==> src/verilog/span_cal_pkg.sv <==
// Purpose: Shared constants and types of the span calibration sequencer.
// Assumes: pclk at 200 MHz; all phase times counted in whole seconds ticks.
// Notes: Register offsets are byte addresses on a 32-bit APB bus.
`default_nettype none
package span_cal_pkg;
  // System clock rate and period.
  localparam int CLK_HZ = 200_000_000;
  localparam int CLK_PERIOD_NS = 5;
  // One seconds tick, in clock cycles.
  localparam int SEC_S = 1;
  localparam int SEC_TICK_CYCLES = CLK_HZ * SEC_S;
  // Phase times in seconds (range timeout kept in tenths of a minute, clearing timeout in minutes).
  localparam logic [8:0] MENU_HOLD_S = 9'h003;
  localparam logic [8:0] MENU_TIMEOUT_S = 9'h005;
  localparam int RANGE_TIMEOUT_MIN_X10 = 25;
  localparam logic [8:0] RANGE_TIMEOUT_S = 9'(RANGE_TIMEOUT_MIN_X10 * 60 / 10);
  localparam logic [8:0] ADJUST_S = 9'h03C;
  localparam logic [8:0] STAB_S = 9'h01E;
  localparam int CLEAR_TIMEOUT_MIN = 5;
  localparam logic [8:0] CLEAR_TIMEOUT_S = 9'(CLEAR_TIMEOUT_MIN * 60);
  localparam logic [8:0] MSG_S = 9'h002;
  // Sequence counts.
  localparam logic [1:0] MAX_EXTRA_CHECKS = 2'h3;
  localparam logic [1:0] REPORT_LAST = 2'h2;
  localparam logic [1:0] FAULT_RPT_LAST = 2'h1;
  // Reading limits in percent of range.
  localparam logic [7:0] FULL_SCALE_PCT = 8'h64;
  localparam logic [7:0] CLEAR_LIMIT_PCT = 8'h05;
  localparam logic [7:0] STAB_TOL_PCT = 8'h02;
  // Current loop levels in microamps.
  localparam logic [15:0] LOOP_MIN_UA = 16'h0FA0;
  localparam logic [15:0] LOOP_UA_PER_PCT = 16'h00A0;
  localparam logic [15:0] LOOP_CAL_UA = 16'h07D0;
  localparam logic [15:0] LOOP_FAULT_UA = 16'h0000;
  // Serial status bit positions.
  localparam int STS_RANGE_BIT = 1;
  localparam int STS_STAB_BIT = 2;
  localparam int STS_CLEAR_BIT = 3;
  localparam int STS_CAL_BIT = 14;
  // Register offsets and reset values.
  localparam logic [7:0] ADDR_CTRL = 8'h00;
  localparam logic [7:0] ADDR_STATUS = 8'h04;
  localparam logic [7:0] ADDR_LOOP = 8'h08;
  localparam logic [7:0] ADDR_DISPLAY = 8'h0C;
  localparam logic [7:0] SPAN_LEVEL_RST = 8'h32;
  localparam int CTRL_O2_BIT = 0;
  localparam int CTRL_SPAN_LSB = 8;
  // Display message codes.
  localparam logic [3:0] MSG_READING = 4'h0;
  localparam logic [3:0] MSG_CAL_MENU = 4'h1;
  localparam logic [3:0] MSG_APPLY_GAS = 4'h2;
  localparam logic [3:0] MSG_AS_FOUND = 4'h3;
  localparam logic [3:0] MSG_ADJUSTING = 4'h4;
  localparam logic [3:0] MSG_SPAN_OK = 4'h5;
  localparam logic [3:0] MSG_LIFE = 4'h6;
  localparam logic [3:0] MSG_REMOVE_GAS = 4'h7;
  localparam logic [3:0] MSG_SPAN_COMPLETE = 4'h8;
  localparam logic [3:0] MSG_RANGE_FAULT = 4'h9;
  localparam logic [3:0] MSG_STAB_FAULT = 4'hA;
  localparam logic [3:0] MSG_CLEAR_FAULT = 4'hB;
  localparam logic [3:0] MSG_FAULT_DETECTED = 4'hC;
  // Sequencer states, one-hot.
  typedef enum logic [8:0] {
    ST_NORMAL = 9'h001,
    ST_MENU = 9'h002,
    ST_APPLY = 9'h004,
    ST_ADJUST = 9'h008,
    ST_STABLE = 9'h010,
    ST_REPORT = 9'h020,
    ST_CLEAR = 9'h040,
    ST_DONE = 9'h080,
    ST_FAULT_RPT = 9'h100
  } seq_state_type;
endpackage
`default_nettype wire

==> src/verilog/span_calibration_sequencer.sv <==
// Purpose: Span calibration sequencer with current loop, status and display drive.
// Assumes: sensor_reading and sensor_life_pct come from logic on pclk, in percent.
// Notes: Registers sit on APB with no wait states; magnet pins are synchronised.
//
// The placing of the registers and register access over APB are this design's own decisions.
`timescale 1ns/1ps
`default_nettype none
module span_calibration_sequencer
  import span_cal_pkg::*;
#(
  parameter int TICK_CYCLES = SEC_TICK_CYCLES
)
(
  input wire logic pclk,
  input wire logic presetn,
  input wire logic psel,
  input wire logic penable,
  input wire logic pwrite,
  input wire logic [7:0] paddr,
  input wire logic [31:0] pwdata,
  output logic [31:0] prdata,
  output logic pready,
  output logic pslverr,
  input wire logic left_magnet_switch,
  input wire logic right_magnet_switch,
  input wire logic [7:0] sensor_reading,
  input wire logic [7:0] sensor_life_pct,
  output logic [15:0] loop_current_ua,
  output logic [15:0] serial_status,
  output logic [3:0] display_msg,
  output logic [7:0] display_value,
  output logic display_flash
);

  // Whole state of the block in one record.
  typedef struct packed {
    seq_state_type state;        // Sequencer phase.
    logic [1:0] sync_l;          // Left magnet synchroniser.
    logic [1:0] sync_r;          // Right magnet synchroniser.
    logic [27:0] div;            // Seconds divider.
    logic blink;                 // Toggles every second.
    logic [8:0] secs;            // Seconds spent in the phase.
    logic [8:0] hold_l;          // Seconds the left magnet is held.
    logic [8:0] hold_r;          // Seconds the right magnet is held.
    logic [7:0] baseline;        // Reading when span started.
    logic signed [8:0] offset;   // Calibration offset on the raw reading.
    logic [7:0] win_start;       // Reading at start of a stability window.
    logic [1:0] retries;         // Extra stability windows used.
    logic [1:0] msg_idx;         // Step inside a message sequence.
    logic [2:0] faults;          // Latched range, stability, clearing faults.
    logic [3:0] fault_msg;       // Name of the fault being reported.
    logic o2_variant;            // Oxygen deficiency sensor.
    logic [7:0] span_level;      // Programmed span gas level.
    logic [15:0] loop_ua;        // Current loop level.
    logic [15:0] status;         // Serial status word.
    logic [3:0] disp_msg;        // Display message code.
    logic [7:0] disp_val;        // Display value.
    logic disp_flash;            // Display value flashes.
    logic [31:0] rdata;          // APB read data.
  } seq_regs_type;

  seq_regs_type r_q;
  seq_regs_type r_d;

  // Raw reading corrected by the offset and clamped to full scale.
  function automatic logic [7:0] apply_offset(input logic [7:0] raw,
                                              input logic signed [8:0] off);
    logic signed [9:0] sum;
    sum = $signed({2'b00, raw}) + 10'(off);
    if (sum < 0)
    begin
      return 8'h00;
    end
    else if (sum > $signed({2'b00, FULL_SCALE_PCT}))
    begin
      return FULL_SCALE_PCT;
    end
    return sum[7:0];
  endfunction

  // Unmapped addresses answer with an error.
  logic unmapped;
  assign unmapped = (paddr != ADDR_CTRL) && (paddr != ADDR_STATUS) &&
                    (paddr != ADDR_LOOP) && (paddr != ADDR_DISPLAY);

  // The slave never inserts wait states.
  assign pready = 1'b1;
  assign pslverr = psel && penable && unmapped;

  // All next-state and output logic except pready and pslverr.
  always_comb
  begin
    logic tick;
    logic left_on;
    logic right_on;
    logic [7:0] adj;
    logic [7:0] drift;
    logic [8:0] need;
    seq_state_type nxt;
    tick = 1'b0;
    left_on = 1'b0;
    right_on = 1'b0;
    adj = 8'h00;
    drift = 8'h00;
    need = 9'h000;
    nxt = r_q.state;
    r_d = r_q;

    // Magnet pins pass two flops before use.
    r_d.sync_l = {r_q.sync_l[0], left_magnet_switch};
    r_d.sync_r = {r_q.sync_r[0], right_magnet_switch};
    left_on = r_q.sync_l[1];
    right_on = r_q.sync_r[1];

    tick = (r_q.div == 28'(TICK_CYCLES - 1));
    r_d.div = tick ? 28'h0000000 : r_q.div + 28'h0000001;
    if (tick)
    begin
      r_d.blink = ~r_q.blink;
      r_d.secs = r_q.secs + 9'h001;
    end

    // Hold counters restart whenever the magnet leaves.
    r_d.hold_l = !left_on ? 9'h000 : (tick ? r_q.hold_l + 9'h001 : r_q.hold_l);
    r_d.hold_r = !right_on ? 9'h000 : (tick ? r_q.hold_r + 9'h001 : r_q.hold_r);

    adj = apply_offset(sensor_reading, r_q.offset);
    drift = (adj > r_q.win_start) ? adj - r_q.win_start : r_q.win_start - adj;
    need = {1'b0, r_q.baseline} + 9'(r_q.span_level >> 1);

    // Sequencer.
    case (r_q.state)
      ST_NORMAL:
      begin
        // menu entry on a full left hold.
        if (r_q.hold_l >= MENU_HOLD_S)
        begin
          nxt = ST_MENU;
          r_d.hold_r = 9'h000;
        end
      end
      ST_MENU:
      begin
        // right hold starts span, else time out.
        if (r_q.hold_r >= MENU_HOLD_S)
        begin
          nxt = ST_APPLY;
          r_d.baseline = adj;
        end
        else if (r_q.secs >= MENU_TIMEOUT_S)
        begin
          nxt = ST_NORMAL;
        end
      end
      ST_APPLY:
      begin
        // enough change moves on, timeout gives range fault.
        if ({1'b0, adj} >= need && adj > r_q.baseline)
        begin
          nxt = ST_ADJUST;
        end
        else if (r_q.secs >= RANGE_TIMEOUT_S)
        begin
          nxt = ST_FAULT_RPT;
          r_d.faults[0] = 1'b1;
          r_d.fault_msg = MSG_RANGE_FAULT;
        end
      end
      ST_ADJUST:
      begin
        // one percent step per second toward the span level.
        if (tick && adj < r_q.span_level)
        begin
          r_d.offset = r_q.offset + 9'sh001;
        end
        else if (tick && adj > r_q.span_level)
        begin
          r_d.offset = r_q.offset - 9'sh001;
        end
        if (r_q.secs >= ADJUST_S)
        begin
          nxt = ST_STABLE;
          r_d.win_start = adj;
          r_d.retries = 2'h0;
        end
      end
      ST_STABLE:
      begin
        if (r_q.secs >= STAB_S)
        begin
          if (drift <= STAB_TOL_PCT)
          begin
            nxt = ST_REPORT;
            r_d.msg_idx = 2'h0;
          end
          // out of extra windows, stability fault.
          else if (r_q.retries == MAX_EXTRA_CHECKS)
          begin
            nxt = ST_FAULT_RPT;
            r_d.faults[1] = 1'b1;
            r_d.fault_msg = MSG_STAB_FAULT;
          end
          // readjust to the span level and check again.
          else
          begin
            r_d.retries = r_q.retries + 2'h1;
            r_d.offset = $signed({1'b0, r_q.span_level}) - $signed({1'b0, sensor_reading});
            r_d.win_start = r_q.span_level;
            r_d.secs = 9'h000;
          end
        end
      end
      ST_REPORT:
      begin
        if (r_q.secs >= MSG_S)
        begin
          r_d.secs = 9'h000;
          r_d.msg_idx = r_q.msg_idx + 2'h1;
          if (r_q.msg_idx == REPORT_LAST)
          begin
            nxt = r_q.o2_variant ? ST_NORMAL : ST_CLEAR;
            if (r_q.o2_variant)
            begin
              r_d.faults = 3'h0;
            end
          end
        end
      end
      ST_CLEAR:
      begin
        if (adj < CLEAR_LIMIT_PCT)
        begin
          nxt = ST_DONE;
        end
        // too slow to clear, clearing fault.
        else if (r_q.secs >= CLEAR_TIMEOUT_S)
        begin
          nxt = ST_FAULT_RPT;
          r_d.faults[2] = 1'b1;
          r_d.fault_msg = MSG_CLEAR_FAULT;
        end
      end
      ST_DONE:
      begin
        // a completed span clears the faults here; an oxygen span clears them at the end of the report.
        if (r_q.secs >= MSG_S)
        begin
          nxt = ST_NORMAL;
          r_d.faults = 3'h0;
        end
      end
      ST_FAULT_RPT:
      begin
        if (r_q.secs >= MSG_S)
        begin
          r_d.secs = 9'h000;
          r_d.msg_idx = r_q.msg_idx + 2'h1;
          if (r_q.msg_idx == FAULT_RPT_LAST)
          begin
            nxt = ST_NORMAL;
          end
        end
      end
      default:
      begin
        nxt = ST_NORMAL;
      end
    endcase

    // every phase timer restarts on entry.
    if (nxt != r_q.state)
    begin
      r_d.secs = 9'h000;
      r_d.msg_idx = 2'h0;
      r_d.hold_l = 9'h000;
    end
    r_d.state = nxt;

    // calibration forces 2 mA before any fault level.
    if (nxt != ST_NORMAL)
    begin
      r_d.loop_ua = LOOP_CAL_UA;
    end
    // latched fault drops the loop to 0 mA.
    else if (r_d.faults != 3'h0)
    begin
      r_d.loop_ua = LOOP_FAULT_UA;
    end
    // linear loop across the full scale.
    else
    begin
      r_d.loop_ua = LOOP_MIN_UA + 16'(adj) * LOOP_UA_PER_PCT;
    end

    // calibration flag and fault bits on the serial word.
    r_d.status = 16'h0000;
    r_d.status[STS_CAL_BIT] = (nxt != ST_NORMAL);
    r_d.status[STS_RANGE_BIT] = r_d.faults[0];
    r_d.status[STS_STAB_BIT] = r_d.faults[1];
    r_d.status[STS_CLEAR_BIT] = r_d.faults[2];

    // Display content per phase.
    r_d.disp_msg = MSG_READING;
    r_d.disp_val = adj;
    r_d.disp_flash = 1'b0;
    case (nxt)
      ST_NORMAL:
      begin
        // fault indication alternates with the reading.
        if (r_d.faults != 3'h0 && r_d.blink)
        begin
          r_d.disp_msg = MSG_FAULT_DETECTED;
        end
      end
      ST_MENU:
      begin
        r_d.disp_msg = MSG_CAL_MENU;
      end
      ST_APPLY:
      begin
        // prompt with level, as-found once rising.
        r_d.disp_msg = (adj > r_q.baseline) ? MSG_AS_FOUND : MSG_APPLY_GAS;
        r_d.disp_val = (adj > r_q.baseline) ? adj : r_q.span_level;
        r_d.disp_flash = (adj > r_q.baseline);
      end
      ST_ADJUST, ST_STABLE:
      begin
        r_d.disp_msg = MSG_ADJUSTING;
      end
      ST_REPORT:
      begin
        r_d.disp_msg = (r_d.msg_idx == 2'h0) ? MSG_SPAN_OK :
                       (r_d.msg_idx == 2'h1) ? MSG_LIFE : MSG_REMOVE_GAS;
        r_d.disp_val = sensor_life_pct;
      end
      ST_DONE:
      begin
        r_d.disp_msg = MSG_SPAN_COMPLETE;
      end
      ST_FAULT_RPT:
      begin
        r_d.disp_msg = r_d.fault_msg;
      end
      default:
      begin
        r_d.disp_msg = MSG_READING;
      end
    endcase

    // APB write of the control word in the access phase.
    if (psel && penable && pwrite && paddr == ADDR_CTRL)
    begin
      r_d.o2_variant = pwdata[CTRL_O2_BIT];
      r_d.span_level = pwdata[CTRL_SPAN_LSB +: 8];
    end
    // APB read data captured in the setup phase.
    if (psel && !penable)
    begin
      case (paddr)
        ADDR_CTRL:
        begin
          r_d.rdata = {16'h0000, r_q.span_level, 7'h00, r_q.o2_variant};
        end
        ADDR_STATUS:
        begin
          r_d.rdata = {7'h00, r_q.state, r_q.status};
        end
        ADDR_LOOP:
        begin
          r_d.rdata = {16'h0000, r_q.loop_ua};
        end
        ADDR_DISPLAY:
        begin
          r_d.rdata = {19'h00000, r_q.disp_flash, r_q.disp_msg, r_q.disp_val};
        end
        default:
        begin
          r_d.rdata = 32'h00000000;
        end
      endcase
    end
  end

  // State register with asynchronous reset to constants.
  always_ff @(posedge pclk or negedge presetn)
  begin
    if (!presetn)
    begin
      r_q <= '0;
      r_q.state <= ST_NORMAL;
      r_q.span_level <= SPAN_LEVEL_RST;
      r_q.loop_ua <= LOOP_MIN_UA;
    end
    else
    begin
      r_q <= r_d;
    end
  end

  // Outputs straight from flops.
  assign prdata = r_q.rdata;
  assign loop_current_ua = r_q.loop_ua;
  assign serial_status = r_q.status;
  assign display_msg = r_q.disp_msg;
  assign display_value = r_q.disp_val;
  assign display_flash = r_q.disp_flash;
endmodule // span_calibration_sequencer
`default_nettype wire

==> config.mk <==
export PLATFORM = sky130hd
export DESIGN_NAME = span_calibration_sequencer
export DESIGN_NICKNAME = d
export VERILOG_FILES = /design/src/verilog/span_cal_pkg.sv /design/src/verilog/span_calibration_sequencer.sv
export SDC_FILE = /design/constraint.sdc
export NUM_CORES = 1
export LEC_CHECK = 0
export BUFFER_PORTS_ARGS = -buffer_cell sky130_fd_sc_hd__buf_2
export CAP_MARGIN = 20
export CORE_ASPECT_RATIO = 0.6
export CORE_MARGIN = 10
export CORE_UTILIZATION = 37
export CTS_CLUSTER_SIZE = 12
export DETAILED_ROUTE_END_ITERATION = 7
export HOLD_SLACK_MARGIN = 0.02
export PLACE_DENSITY_LB_ADDON = 0.12
export SYNTH_ARGS = -nofsm -noshare
export SYNTH_HDL_FRONTEND = slang
export SYNTH_SLANG_ARGS = --single-unit
==> constraint.sdc <==
create_clock -name pclk -period 6.6 [get_ports pclk]
set_clock_uncertainty 0.2 [all_clocks]
set_input_delay 1.32 -clock pclk [delete_from_list [all_inputs] [get_ports pclk]]
set_output_delay 1.32 -clock pclk [all_outputs]
set_load 0.05 [all_outputs]
## Yosys cells after proc, flatten, opt, wreduce, memory -nomap -nowiden

Index checks and enable logic that the tools add are counted.

- Logic and storage cells: 195
- Bits in read-only memories: 0
- Bits of input ports: 63
- Flip-flop bits (word level): 179
- Bits in latches: 0
- Memories kept: 0
- Bits in writable memories: 0

- Multiply operators: 1
- Divide/modulo/power cells: 0
- Bitwise operators: 1
- Equality and inequality tests: 36
- Shifts and indexed selects: 0
- Mux-type cells: 80
- Reductions and logical operators: 23
- Order comparisons: 17
- $add $sub $neg: 14

Operators by type and width:

| kind | count |
|---|---|
| $mux 9 | 28 |
| $pmux 25 s4 | 1 |
| $pmux 9 s9 | 1 |
| $mux 8 | 5 |
| $mux 19 | 2 |
| $pmux 19 s2 | 1 |
| $mux 16 | 2 |
| $add 28x1->28 const B | 1 |
| $eq 28x28->1 const B | 1 |
| $mux 28 | 1 |
| $pmux 4 s7 | 1 |
| $add 9x1->9 const B | 3 |
| $ge 9x2->1 const B | 3 |
| $gt 8x8->1 | 3 |
| $mux 4 | 6 |
| $mux 21 | 1 |
| $mux 10 | 2 |
| $eq 9x1->1 const B | 2 |
| $eq 9x2->1 const B | 2 |
| $eq 9x3->1 const B | 2 |
| $eq 9x4->1 const B | 2 |
| $eq 9x5->1 const B | 2 |
| $eq 9x6->1 const B | 2 |
| $eq 9x8->1 const B | 2 |
| other kinds (55) | 96 |

## Depth between registers and ports, before layout

Gate-level depths: netlist of run 1.

- Word-level depth: 17
- Depth in mapped cells: 27
- Mapped depth without buffers: 27

## Least setup slack after synthesis of run 1

No wires, ideal clock.

- Kind: input to register
- Start: in sensor_reading[0]
- End: reg r_q[113] in the netlist's numbering
- Setup slack: -0.341 ns
- Arrival time: 6.621 ns
- Stages on the path: 27
- Library setup time: 0.119 ns
- Data required time: 6.281 ns
- Path through: ha_1 > fa_1 > a21oi_2 > o211ai_1 > a211o_1 > a22oi_2 > a21boi_0 > nand2_1 > inv_1 > ha_1 > nor2b_1 > o21ai_0 > nand2b_1 > a21oi_1 > o21a_1 > nand2_1 > fa_1 > a21o_1 > a21oi_1 > o21bai_1 > a21oi_1 > o21bai_1 > a21oi_1 > xor2_1 > nor3_1 > o21ai_0 > a21bo_2

- Longest elaborated chain between the ends: 10
- Elaborated cells on any way between the ends: 25
- Classes of those cells: 4 x add/sub; 6 x order compare; 2 x eq/ne; 10 x mux; 3 x reduce/logical

RTL lines:

| item | RTL line | source |
|---|---|---|
| start: declaration | span_calibration_sequencer.sv:26 | `input wire logic [7:0] sensor_reading,` |
| $add 9x9->10 | span_calibration_sequencer.sv:69 | `sum = $signed({2'b00, raw}) + 10'(off);` |
| $gt 10x8->1 | span_calibration_sequencer.sv:74 | `else if (sum > $signed({2'b00, FULL_SCALE_PCT}))` |
| $mux 1 | span_calibration_sequencer.sv:74 |  |
| $mux 1 | span_calibration_sequencer.sv:70 | `if (sum < 0)` |
| $mux 8 | span_calibration_sequencer.sv:78 | `return sum[7:0];` |
| $sub 8x8->8 / $gt 8x8->1 (equally long branches) | span_calibration_sequencer.sv:128 | `drift = (adj > r_q.win_start) ? adj - r_q.win_start : r_q.win_start - adj;` |
| $mux 8 | span_calibration_sequencer.sv:128 |  |
| $le 8x2->1 | span_calibration_sequencer.sv:191 | `if (drift <= STAB_TOL_PCT)` |
| $ne 2x2->1 (no line) | n/a |  |
| $reduce_and 5->1 (no line) | n/a |  |
| end signal: assignment | span_calibration_sequencer.sv:396 | `r_q <= r_d;` |
| end: declaration | span_calibration_sequencer.sv:62 | `seq_regs_type r_q;` |

Several ways; a longest one is shown, not always the timed one. The select of a mux whose other input is x is not followed.
A chain may end at the register's enable or synchronous reset.

## Worst setup path after layout of run 1

- Start: in sensor_reading[0]
- End: reg r_q[109] in the netlist's numbering

The elaborated chain is that of the path after synthesis.

==> results of run 1 <==
==> critical path, cell delays in order <==
cell,delay [ps]
buf_2,110
ha_1,230
fa_2,400
and3_1,190
or3_1,340
a22oi_2,250
o21ai_1,160
a21boi_4,190
nand2_1,90
ha_1,230
fa_1,400
nand3b_1,200
and2_1,200
or4b_1,470
o311ai_0,140
o21ai_1,100
a211o_2,430
buf_4,160
o211a_1,240
nand2b_1,160
buf_4,190
buf_4,170
nor2_1,90
a21oi_1,50
==> metrics by stage <==
step | cell area, µm² | power [mW] | setup TNS, ps | instances
6_report | 13600 | 2.42 | 0 | 1833
5_1_grt | 13600 | 2.53 | -91.3 | 1833
4_1_cts | 13400 | 2.44 | 0 | 1828
3_5_place_dp | 12800 | 1.38 | -19700 | 1796
3_3_place_gp | 12800 | 1.38 | -18230 | 1796
2_1_floorplan | 11700 | 1.26 | 0 | 1284
==> layer usage <==
layer  GRT usage [%]  wire (µm)  vias up
li1                -          -     4673
met4            2.62        174        0
met2            22.3      12700      257
met1            27.6      18400     4587
met3            4.25       2300       18
met5               0          0        -
==> sequential cells by signal, summed over array words and instances, names as in the netlist <==
name / flops
display_flash: 1
r_d: 2
display_value: 8
serial_status: 1
loop_current_ua: 12
display_msg: 4
r_q: 111
prdata: 25
==> area by class of cell <==
class / instances / area [µm²] / share of cell area (%)
Multi-Input combinational cell: 934 / 6650 / 49.0
Sequential cell: 164 / 4120 / 30.3
Timing Repair Buffer: 219 / 1420 / 10.4
Tap cell: 416 / 520 / 3.83
Clock buffer: 17 / 425 / 3.13
Inverter: 68 / 255 / 1.88
Clock inverter: 15 / 195 / 1.44
==> Yosys cell counts (19+ instances only) <==
cell      number  share of area (%)
dfrtp_1      154                 33
nand2_1       99                3.2
nor2_1        94                3.1
ha_1          92                 10
buf_4         77                5.0
inv_1         68                2.2
o21ai_0       65                2.8
a21oi_1       57                2.5
xnor2_1       44                3.3
xor2_1        43                3.3
nand3_1       38                1.6
clkbuf_1      30               0.97
a21o_1        25                1.6
nand4_1       25                1.4
and3_1        23                1.2
mux2i_1       19                1.6
==> worst max-delay path by stage <==
stage / startpoint / to
3_5_place_dp: sensor_reading[0] / r_q[135]
6_report: sensor_reading[0] / r_q[109]
4_1_cts: sensor_reading[0] / r_q[134]
3_3_place_gp: sensor_reading[0] / r_q[132]
2_1_floorplan: sensor_reading[0] / r_q[113]
5_1_grt: sensor_reading[0] / r_q[132]
==> power groups by stage <==
stage,combinational (mW),clock [mW],sequential (mW)
floorplan,0.226,0,1.03
global placement,0.341,0,1.04
detailed placement,0.343,0,1.04
CTS,0.346,1.08,1.02
global route,0.390,1.13,1.02
finish,0.354,1.05,1.02
==> cells by family after synthesis <==
kind of cell    Yosys count  synth area share (%)
flops                   164                  35.6
mux                      36                  3.30
fa+ha+maj                99                  11.2
xor+xnor                 87                  6.59
buf+inv                 186                  8.73
compound gates          282                  16.7
simple gates            401                  17.8
other cells               2                0.0650
==> repair_timing <==
action	CTS	global route
resized for setup	1	25
setup buffers	0	4
pin swaps	0	8
setup endpoints to repair	9	68
==> flow_summary.yaml, run 1 <==
power:
  switchingPower_mw: 0.701
  vdd_drop_max_uv: 161
  comb_power_share_pct: 14.6
  swShare_pct: 28.9
  seqPwrFrac_pct: 42.0
  pwr_density_cell_nw_per_um2: 178
  clock_power_share_pct: 43.4
  leakagePower_nw: 6.69
  internal_power_mw: 1.72
clock_network:
  cts.sinks: 164
  root_buffer: "clkbuf_16"
  clock_path_buffers: 2
  cts_tree: "done"
  ctsHoldBuffers: 0
  cts_buffers: 17
  clkLatencyLatePin_ps: 450
  htreeDepth: 4
  clk_pin_slew_ps: 70
die:
  rows: 50
  io_pins: 142
  die_area_um2: 39000
  coreArea_um2: 31000
  die_w_um: 248
  die_h_um: 157
  start_util_pct: 37.3
yosys:
  synth_area_per_cell_um2: 9.20
  synthFlopType: "dfrtp_1"
  netlist_area_um2: 11600
  yosys.cell_types.count: 89
  synthArstFlopShare_pct: 100
  postSynthCellCount: 1257
  yosysWarnings: 0
  ys_seq_area_share_pct: 35.6
  synth-edff-count: 0
  ys_seq_elements: 164
worst_hold_path:
  hold_path_class: "flop to flop"
  hold_end: "r_q[179]"
  holdPathStages: 0
  hold_start: "r_d[179]"
timing:
  layout_setup_ws_ps: 207
  holdWs_ps: 144
  post-route-min-period_ps: 6390
  layout_worst_path_cycle_share_pct: 96.9
  relSlewSlack_pct: 30.5
  drv_slew: 0
  max_freq_mhz: 156
  tightest_slew_ps: 1040
  setup_viol: 0
  hold_viol_final: 0
worst_setup_path:
  r2r_end: "r_q[109]"
  r2r_cells: 23
  reg2reg_from: "r_q[105]"
  critPathRequiredTime_ps: 6720
  path_class: "input port to flop"
  end_kind: "flop"
  cp-start-kind: "input port"
  ff2ff_setup_slack_ps: 710
  path_max_fanout: 10
  arrival_ps: 6510
placed_design:
  dp_slack_ps: -496
  dp_hpwl_um: 26600
  place_congestion: 0.835
  io_buffers: 94
global_route:
  grt_pass1_wl_um: 52100
  grt_remaining_overflow: 0
  grt_pass1_vias: 8911
  track_usage_pct: 17.2
  grt_max_degree: 85
  grt_antenna_before_repair: 1
cells_and_area:
  fin_util_pct: 43.9
  fillers: 3077
  n_antenna_cell: 0
  nNetsFinal: 1566
  final_common_cell: "dfrtp_1"
  layout-area-overhead-vs-synth_pct: 17.5
  drive_gt1_share_pct: 23.9
  layout_common_cells: "dfrtp_1, buf_4, nand2_1"
run_status:
  status: "finished clean"
route:
  totalWireLength_um: 33600
  drtIter0Drc: 706
  route.detailed.drc: 0
  firstDrtPassIters: 5
  vias: 9535
  viasPerCell: 5.20
  ant_nets: 0
  wl_per_cell_um: 18.3
job:
  maxCapViolCount: 0
No activity file was read; power rests on OpenSTA's default activity.
==> run 2, diff against run 1 <==
--- a/config.mk
+++ b/config.mk
@@ -7,6 +7,8 @@
 export LEC_CHECK = 0
 export BUFFER_PORTS_ARGS = -buffer_cell sky130_fd_sc_hd__buf_2
 export CAP_MARGIN = 20
+export CELL_PAD_IN_SITES_DETAIL_PLACEMENT = 1
+export CELL_PAD_IN_SITES_GLOBAL_PLACEMENT = 2
 export CORE_ASPECT_RATIO = 0.6
 export CORE_MARGIN = 10
 export CORE_UTILIZATION = 37
==> flow_summary.yaml, run 2 (synthesized netlist as in run 1, its figures left out) <==
run_status:
  status: "finished clean"
cells_and_area:
  layout_common_cells: "dfrtp_1, buf_4, nand2_1"
  fillers: 3628
  regMostFlops: "r_q"
  layout-area-overhead-vs-synth_pct: 17.1
  n_antenna_cell: 0
  largest_reg_flops: 111
  final_common_cell: "dfrtp_1"
  nNetsFinal: 1562
  drive_gt1_share_pct: 23.8
global_route:
  grt_pass1_vias: 9960
  grt_max_degree: 64
  grt_remaining_overflow: 0
  grt_pass1_wl_um: 59000
  track_usage_pct: 19.6
  grt_antenna_before_repair: 1
placed_design:
  io_buffers: 94
  place_congestion: 0.834
  dp_slack_ps: -517
  dp_hpwl_um: 29800
worst_setup_path:
  critPathRequiredTime_ps: 6750
  path_class: "input port to flop"
  end_kind: "flop"
  arrival_ps: 6480
  path_max_fanout: 7
  cp-start-kind: "input port"
route:
  firstDrtPassIters: 5
  totalWireLength_um: 37900
  ant_nets: 0
  viasPerCell: 5.31
  wl_per_cell_um: 20.7
  vias: 9719
  route.detailed.drc: 0
  drtIter0Drc: 619
power:
  comb_power_share_pct: 15.1
  vdd_drop_max_uv: 152
  swShare_pct: 30.1
  pwr_density_cell_nw_per_um2: 179
  internal_power_mw: 1.69
  switchingPower_mw: 0.729
  clock_power_share_pct: 42.8
  seqPwrFrac_pct: 42.1
  leakagePower_nw: 6.69
  p_total_mw: 2.42
timing:
  layout_setup_ws_ps: 270
  holdWs_ps: 150
  post-route-min-period_ps: 6330
  drv_slew: 0
  hold_viol_final: 0
  layout_worst_path_cycle_share_pct: 95.9
  tightest_slew_ps: 1050
  rsz0062_at_grt: "false"
  relSlewSlack_pct: 29.5
  setup_viol: 0
  tns_ps: 0
  max_freq_mhz: 158
die:
  die_w_um: 248
  rows: 50
  die_h_um: 157
  start_util_pct: 37.3
  die_area_um2: 39000
  io_pins: 142
  coreArea_um2: 31000
clock_network:
  cts_tree: "done"
  clock_path_buffers: 2
  clk_pin_slew_ps: 70
  root_buffer: "clkbuf_16"
  cts.sinks: 164
  clkLatencyLatePin_ps: 470
  htreeDepth: 4
  cts_buffers: 17
worst_hold_path:
  hold_path_class: "flop to flop"
job:
  maxCapViolCount: 0
-- run 2: stage by stage --
step | util, % | std cells | instance area (µm²)
after floorplan | - | 1284 | 11700
after global placement | 41.4 | 1793 | 12800
after detailed placement | 41.4 | 1794 | 12800
after CTS | 43.3 | 1826 | 13400
after global routing | 43.7 | 1829 | 13500
final | 43.7 | 1829 | 13500
-- run 2: power by group through the flow --
stage | Combinational [mW] | Sequential [mW] | Clock [mW]
final | 0.366 | 1.02 | 1.04
after global routing | 0.402 | 1.02 | 1.10
after CTS | 0.355 | 1.02 | 1.06
after detailed placement | 0.352 | 1.04 | 0
after global placement | 0.346 | 1.04 | 0
after floorplan | 0.226 | 1.03 | 0
-- run 2: layout make-up --
type                            instances  area, µm²  share of cell area (%)
Clock buffer                           18        439                    3.24
Clock inverter                         14        141                    1.04
Inverter                               68        255                    1.89
Multi-Input combinational cell        934       6660                    49.2
Sequential cell                       164       4120                    30.4
Tap cell                              416        520                    3.84
Timing Repair Buffer                  215       1410                    10.4
-- run 2: critical path, cell delays in order --
cell and delay [ps]:
buf_2 110, ha_2 200, fa_2 430, and3_1 190, or3_1 340, a22oi_2 240
o21ai_1 140, a21boi_4 220, buf_4 140, nand3_1 100, inv_1 100, ha_1 150
nand4_1 190, buf_4 210, nor2_1 240, mux2_2 370, a221oi_1 250, o21ai_1 100
a211o_2 440, nor2_4 190, a21boi_0 170, a21oi_1 220, buf_4 170, o21ai_0 90
buf_4 160
-- run 2: layer usage --
layer  wire length (µm)  global-route usage (%)
met1              20700                    31.0
met2              14900                    26.8
met3               1920                    3.59
met4                384                    3.94
met5                 13                       0
-- run 2: worst paths after layout --
path	depth (start not counted)	endpoint	start	slack, ps
min reg2reg	0	r_q[179]	r_d[179]	150
max in group asynchronous	2	loop_current_ua[4]	presetn	4350
max	25	display_value[5]	sensor_reading[0]	270
min	0	r_q[179]	r_d[179]	150
max reg2reg	24	display_value[5]	r_q[105]	770
min in group asynchronous	1	r_q[171]	presetn	670
-- run 2: timing repair --
| action | in CTS | in global routing |
|---|---|---|
| pin swaps | 0 | 17 |
| hold buffers | 0 | 0 |
| resized for setup | 2 | 33 |
| hold endpoints to repair | 0 | 0 |
| setup endpoints to repair | 9 | 66 |
| setup buffers | 0 | 4 |
==> run 3, diff against run 2 <==
--- a/config.mk
+++ b/config.mk
@@ -5,8 +5,8 @@
 export SDC_FILE = /design/constraint.sdc
 export NUM_CORES = 1
 export LEC_CHECK = 0
-export BUFFER_PORTS_ARGS = -buffer_cell sky130_fd_sc_hd__buf_2
-export CAP_MARGIN = 20
+export BUFFER_PORTS_ARGS = -buffer_cell sky130_fd_sc_hd__buf_4
+export CAP_MARGIN = 30
 export CELL_PAD_IN_SITES_DETAIL_PLACEMENT = 1
 export CELL_PAD_IN_SITES_GLOBAL_PLACEMENT = 2
 export CORE_ASPECT_RATIO = 0.6
==> flow_summary.yaml, run 3 (synthesized netlist as in run 1, its figures left out) <==
global_route:
  grt_antenna_before_repair: 1
  grt_pass1_vias: 9915
  track_usage_pct: 19.6
  grt_max_degree: 72
  grt_remaining_overflow: 0
  grt_pass1_wl_um: 59000
timing:
  max_freq_mhz: 157
  drv_slew: 0
  rsz0062_at_grt: "true"
  hold_viol_final: 0
  holdWs_ps: 152
  layout_worst_path_cycle_share_pct: 96.7
  tightest_slew_ps: 1020
  post-route-min-period_ps: 6380
  layout_setup_ws_ps: 218
  setup_viol: 0
  relSlewSlack_pct: 30.9
cells_and_area:
  layout_common_cells: "buf_4, dfrtp_1, nand2_1"
  multi_input_area_um2: 6640
  regMostFlops: "r_q"
  fin_util_pct: 44.6
  nNetsFinal: 1569
  drive_gt1_share_pct: 23.9
  register_area_um2: 4120
  fillers: 3569
  fin_cells: 1837
  largest_reg_flops: 111
  layout-area-overhead-vs-synth_pct: 19.5
  final_common_cell: "buf_4"
  final_area_um2: 13800
worst_hold_path:
  hold_start: "r_d[179]"
  hold_end: "r_q[179]"
  holdPathStages: 0
  hold_path_class: "flop to flop"
route:
  vias: 9822
  ant_nets: 0
  route.detailed.drc: 0
  viasPerCell: 5.35
  totalWireLength_um: 37800
  drtIter0Drc: 568
  wl_per_cell_um: 20.6
  firstDrtPassIters: 5
placed_design:
  place_congestion: 0.841
  dp_hpwl_um: 29700
  dp_slack_ps: -422
  place_area_um2: 13100
  io_buffers: 94
  numPlacedInstances: 1800
clock_network:
  cts_tree: "done"
  clock_path_buffers: 2
  cts_buffers: 17
  clkLatencyLatePin_ps: 460
  clk_pin_slew_ps: 70
  cts.sinks: 164
  root_buffer: "clkbuf_16"
  htreeDepth: 4
die:
  coreArea_um2: 31000
  die_w_um: 248
  io_pins: 142
  start_util_pct: 37.3
  die_h_um: 157
  die_area_um2: 39000
  rows: 50
worst_setup_path:
  r2r_cells: 22
  reg2reg_from: "r_q[105]"
  cp-start-kind: "input port"
  slowest_stage: "or4b_1"
  crit_top_cell: "buf_4"
  cpPeakStageDelay_ps: 460
  critPathRequiredTime_ps: 6730
  ff2ff_setup_slack_ps: 750
  end_kind: "flop"
  crit_cells: 23
  path_class: "input port to flop"
  cp_top_family: "simple AND/OR/NAND/NOR gates"
  r2r_end: "display_msg[3]"
  arrival_ps: 6510
  path_max_fanout: 4
  crit_buf_inv: 3
  path_cells: "buf_4 > ha_1 > fa_2 > and3_1 > or3_1 > a22oi_2 > o21ai_1 > a21boi_2 > nand2_1 > ha_2 > fa_1 > nand3b_1 > and2_4 > or4b_1 > o311ai_1 > o21ai_1 > a211o_2 > buf_4 > o211ai_1 > buf_4 > nand4_1 > and3_1 > a2111o_1"
job:
  maxCapViolCount: 0
run_status:
  status: "finished clean"
power:
  pwr_density_cell_nw_per_um2: 177
  vdd_drop_max_uv: 174
  leakagePower_nw: 6.76
==> run 3: report_power, final <==
part	internal, mW	leakage, nW	total [mW]	switching [mW]
combinational	0.147	4.34	0.372	0.224
sequential	1.01	2.12	1.02	0.00881
clock	0.544	0.298	1.05	0.506
==> run 3: timing repair <==
| action | 4_1_cts | 5_1_grt |
|---|---|---|
| hold buffers | 0 | 0 |
| gates resized for setup | 0 | 26 |
| endpoints found under the setup margin | 0 | 66 |
| buffers inserted | 0 | 4 |
==> run 3: routing by layer <==
metal / GRT usage [%] / vias to the layer above / wire length [µm]
met5: 0 / - / 0
met4: 4.11 / 0 / 400
met3: 3.47 / 23 / 1720
met2: 26.7 / 214 / 14900
met1: 30.9 / 4901 / 20800
li1: - / 4684 / -
==> run 3: cell type report <==
| type | count | share of cell area [%] |
|---|---|---|
| clock buffer | 17 | 3.08 |
| tap | 416 | 3.77 |
| inverter | 68 | 1.85 |
| multi-input combinational | 934 | 48.1 |
| timing repair buffer | 222 | 12.1 |
| clock inverter | 15 | 1.30 |
| sequential | 164 | 29.8 |
| antenna | 1 | 0.0181 |
==> run 3: worst max path at each step <==
| stage | start | to | slack [ps] |
|---|---|---|---|
| floorplan | sensor_reading[0] | r_q[113] | 0.4 |
| global placement | sensor_reading[0] | display_value[5] | -410 |
| detailed placement | sensor_reading[0] | display_value[5] | -420 |
| CTS | sensor_reading[0] | display_value[5] | 40 |
| global route | sensor_reading[0] | r_q[113] | -90 |
| finish | sensor_reading[0] | display_msg[3] | 220 |
==> run 3: worst reg2reg max path, stage by stage, from the launching register on <==
cell and delay (ps):
dfrtp_1 440, ha_1 260, fa_2 390, and3_1 190, or3_1 350, a22oi_2 230, o21ai_1 110, a21boi_2 250
nand2_1 120, ha_2 210, fa_1 380, nand3b_1 200, and2_4 180, or4b_1 460, o311ai_1 120, o21ai_1 100
a211o_2 420, buf_4 180, o211ai_1 160, buf_4 170, nand4_1 120, and3_1 210, a2111o_1 290
==> run 3: stage by stage <==
step | power [mW] | setup TNS (ps)
finish | 2.44 | 0
global route | 2.56 | -156
CTS | 2.46 | 0
detailed placement | 1.40 | -19650
global placement | 1.39 | -18730
floorplan | 1.26 | 0
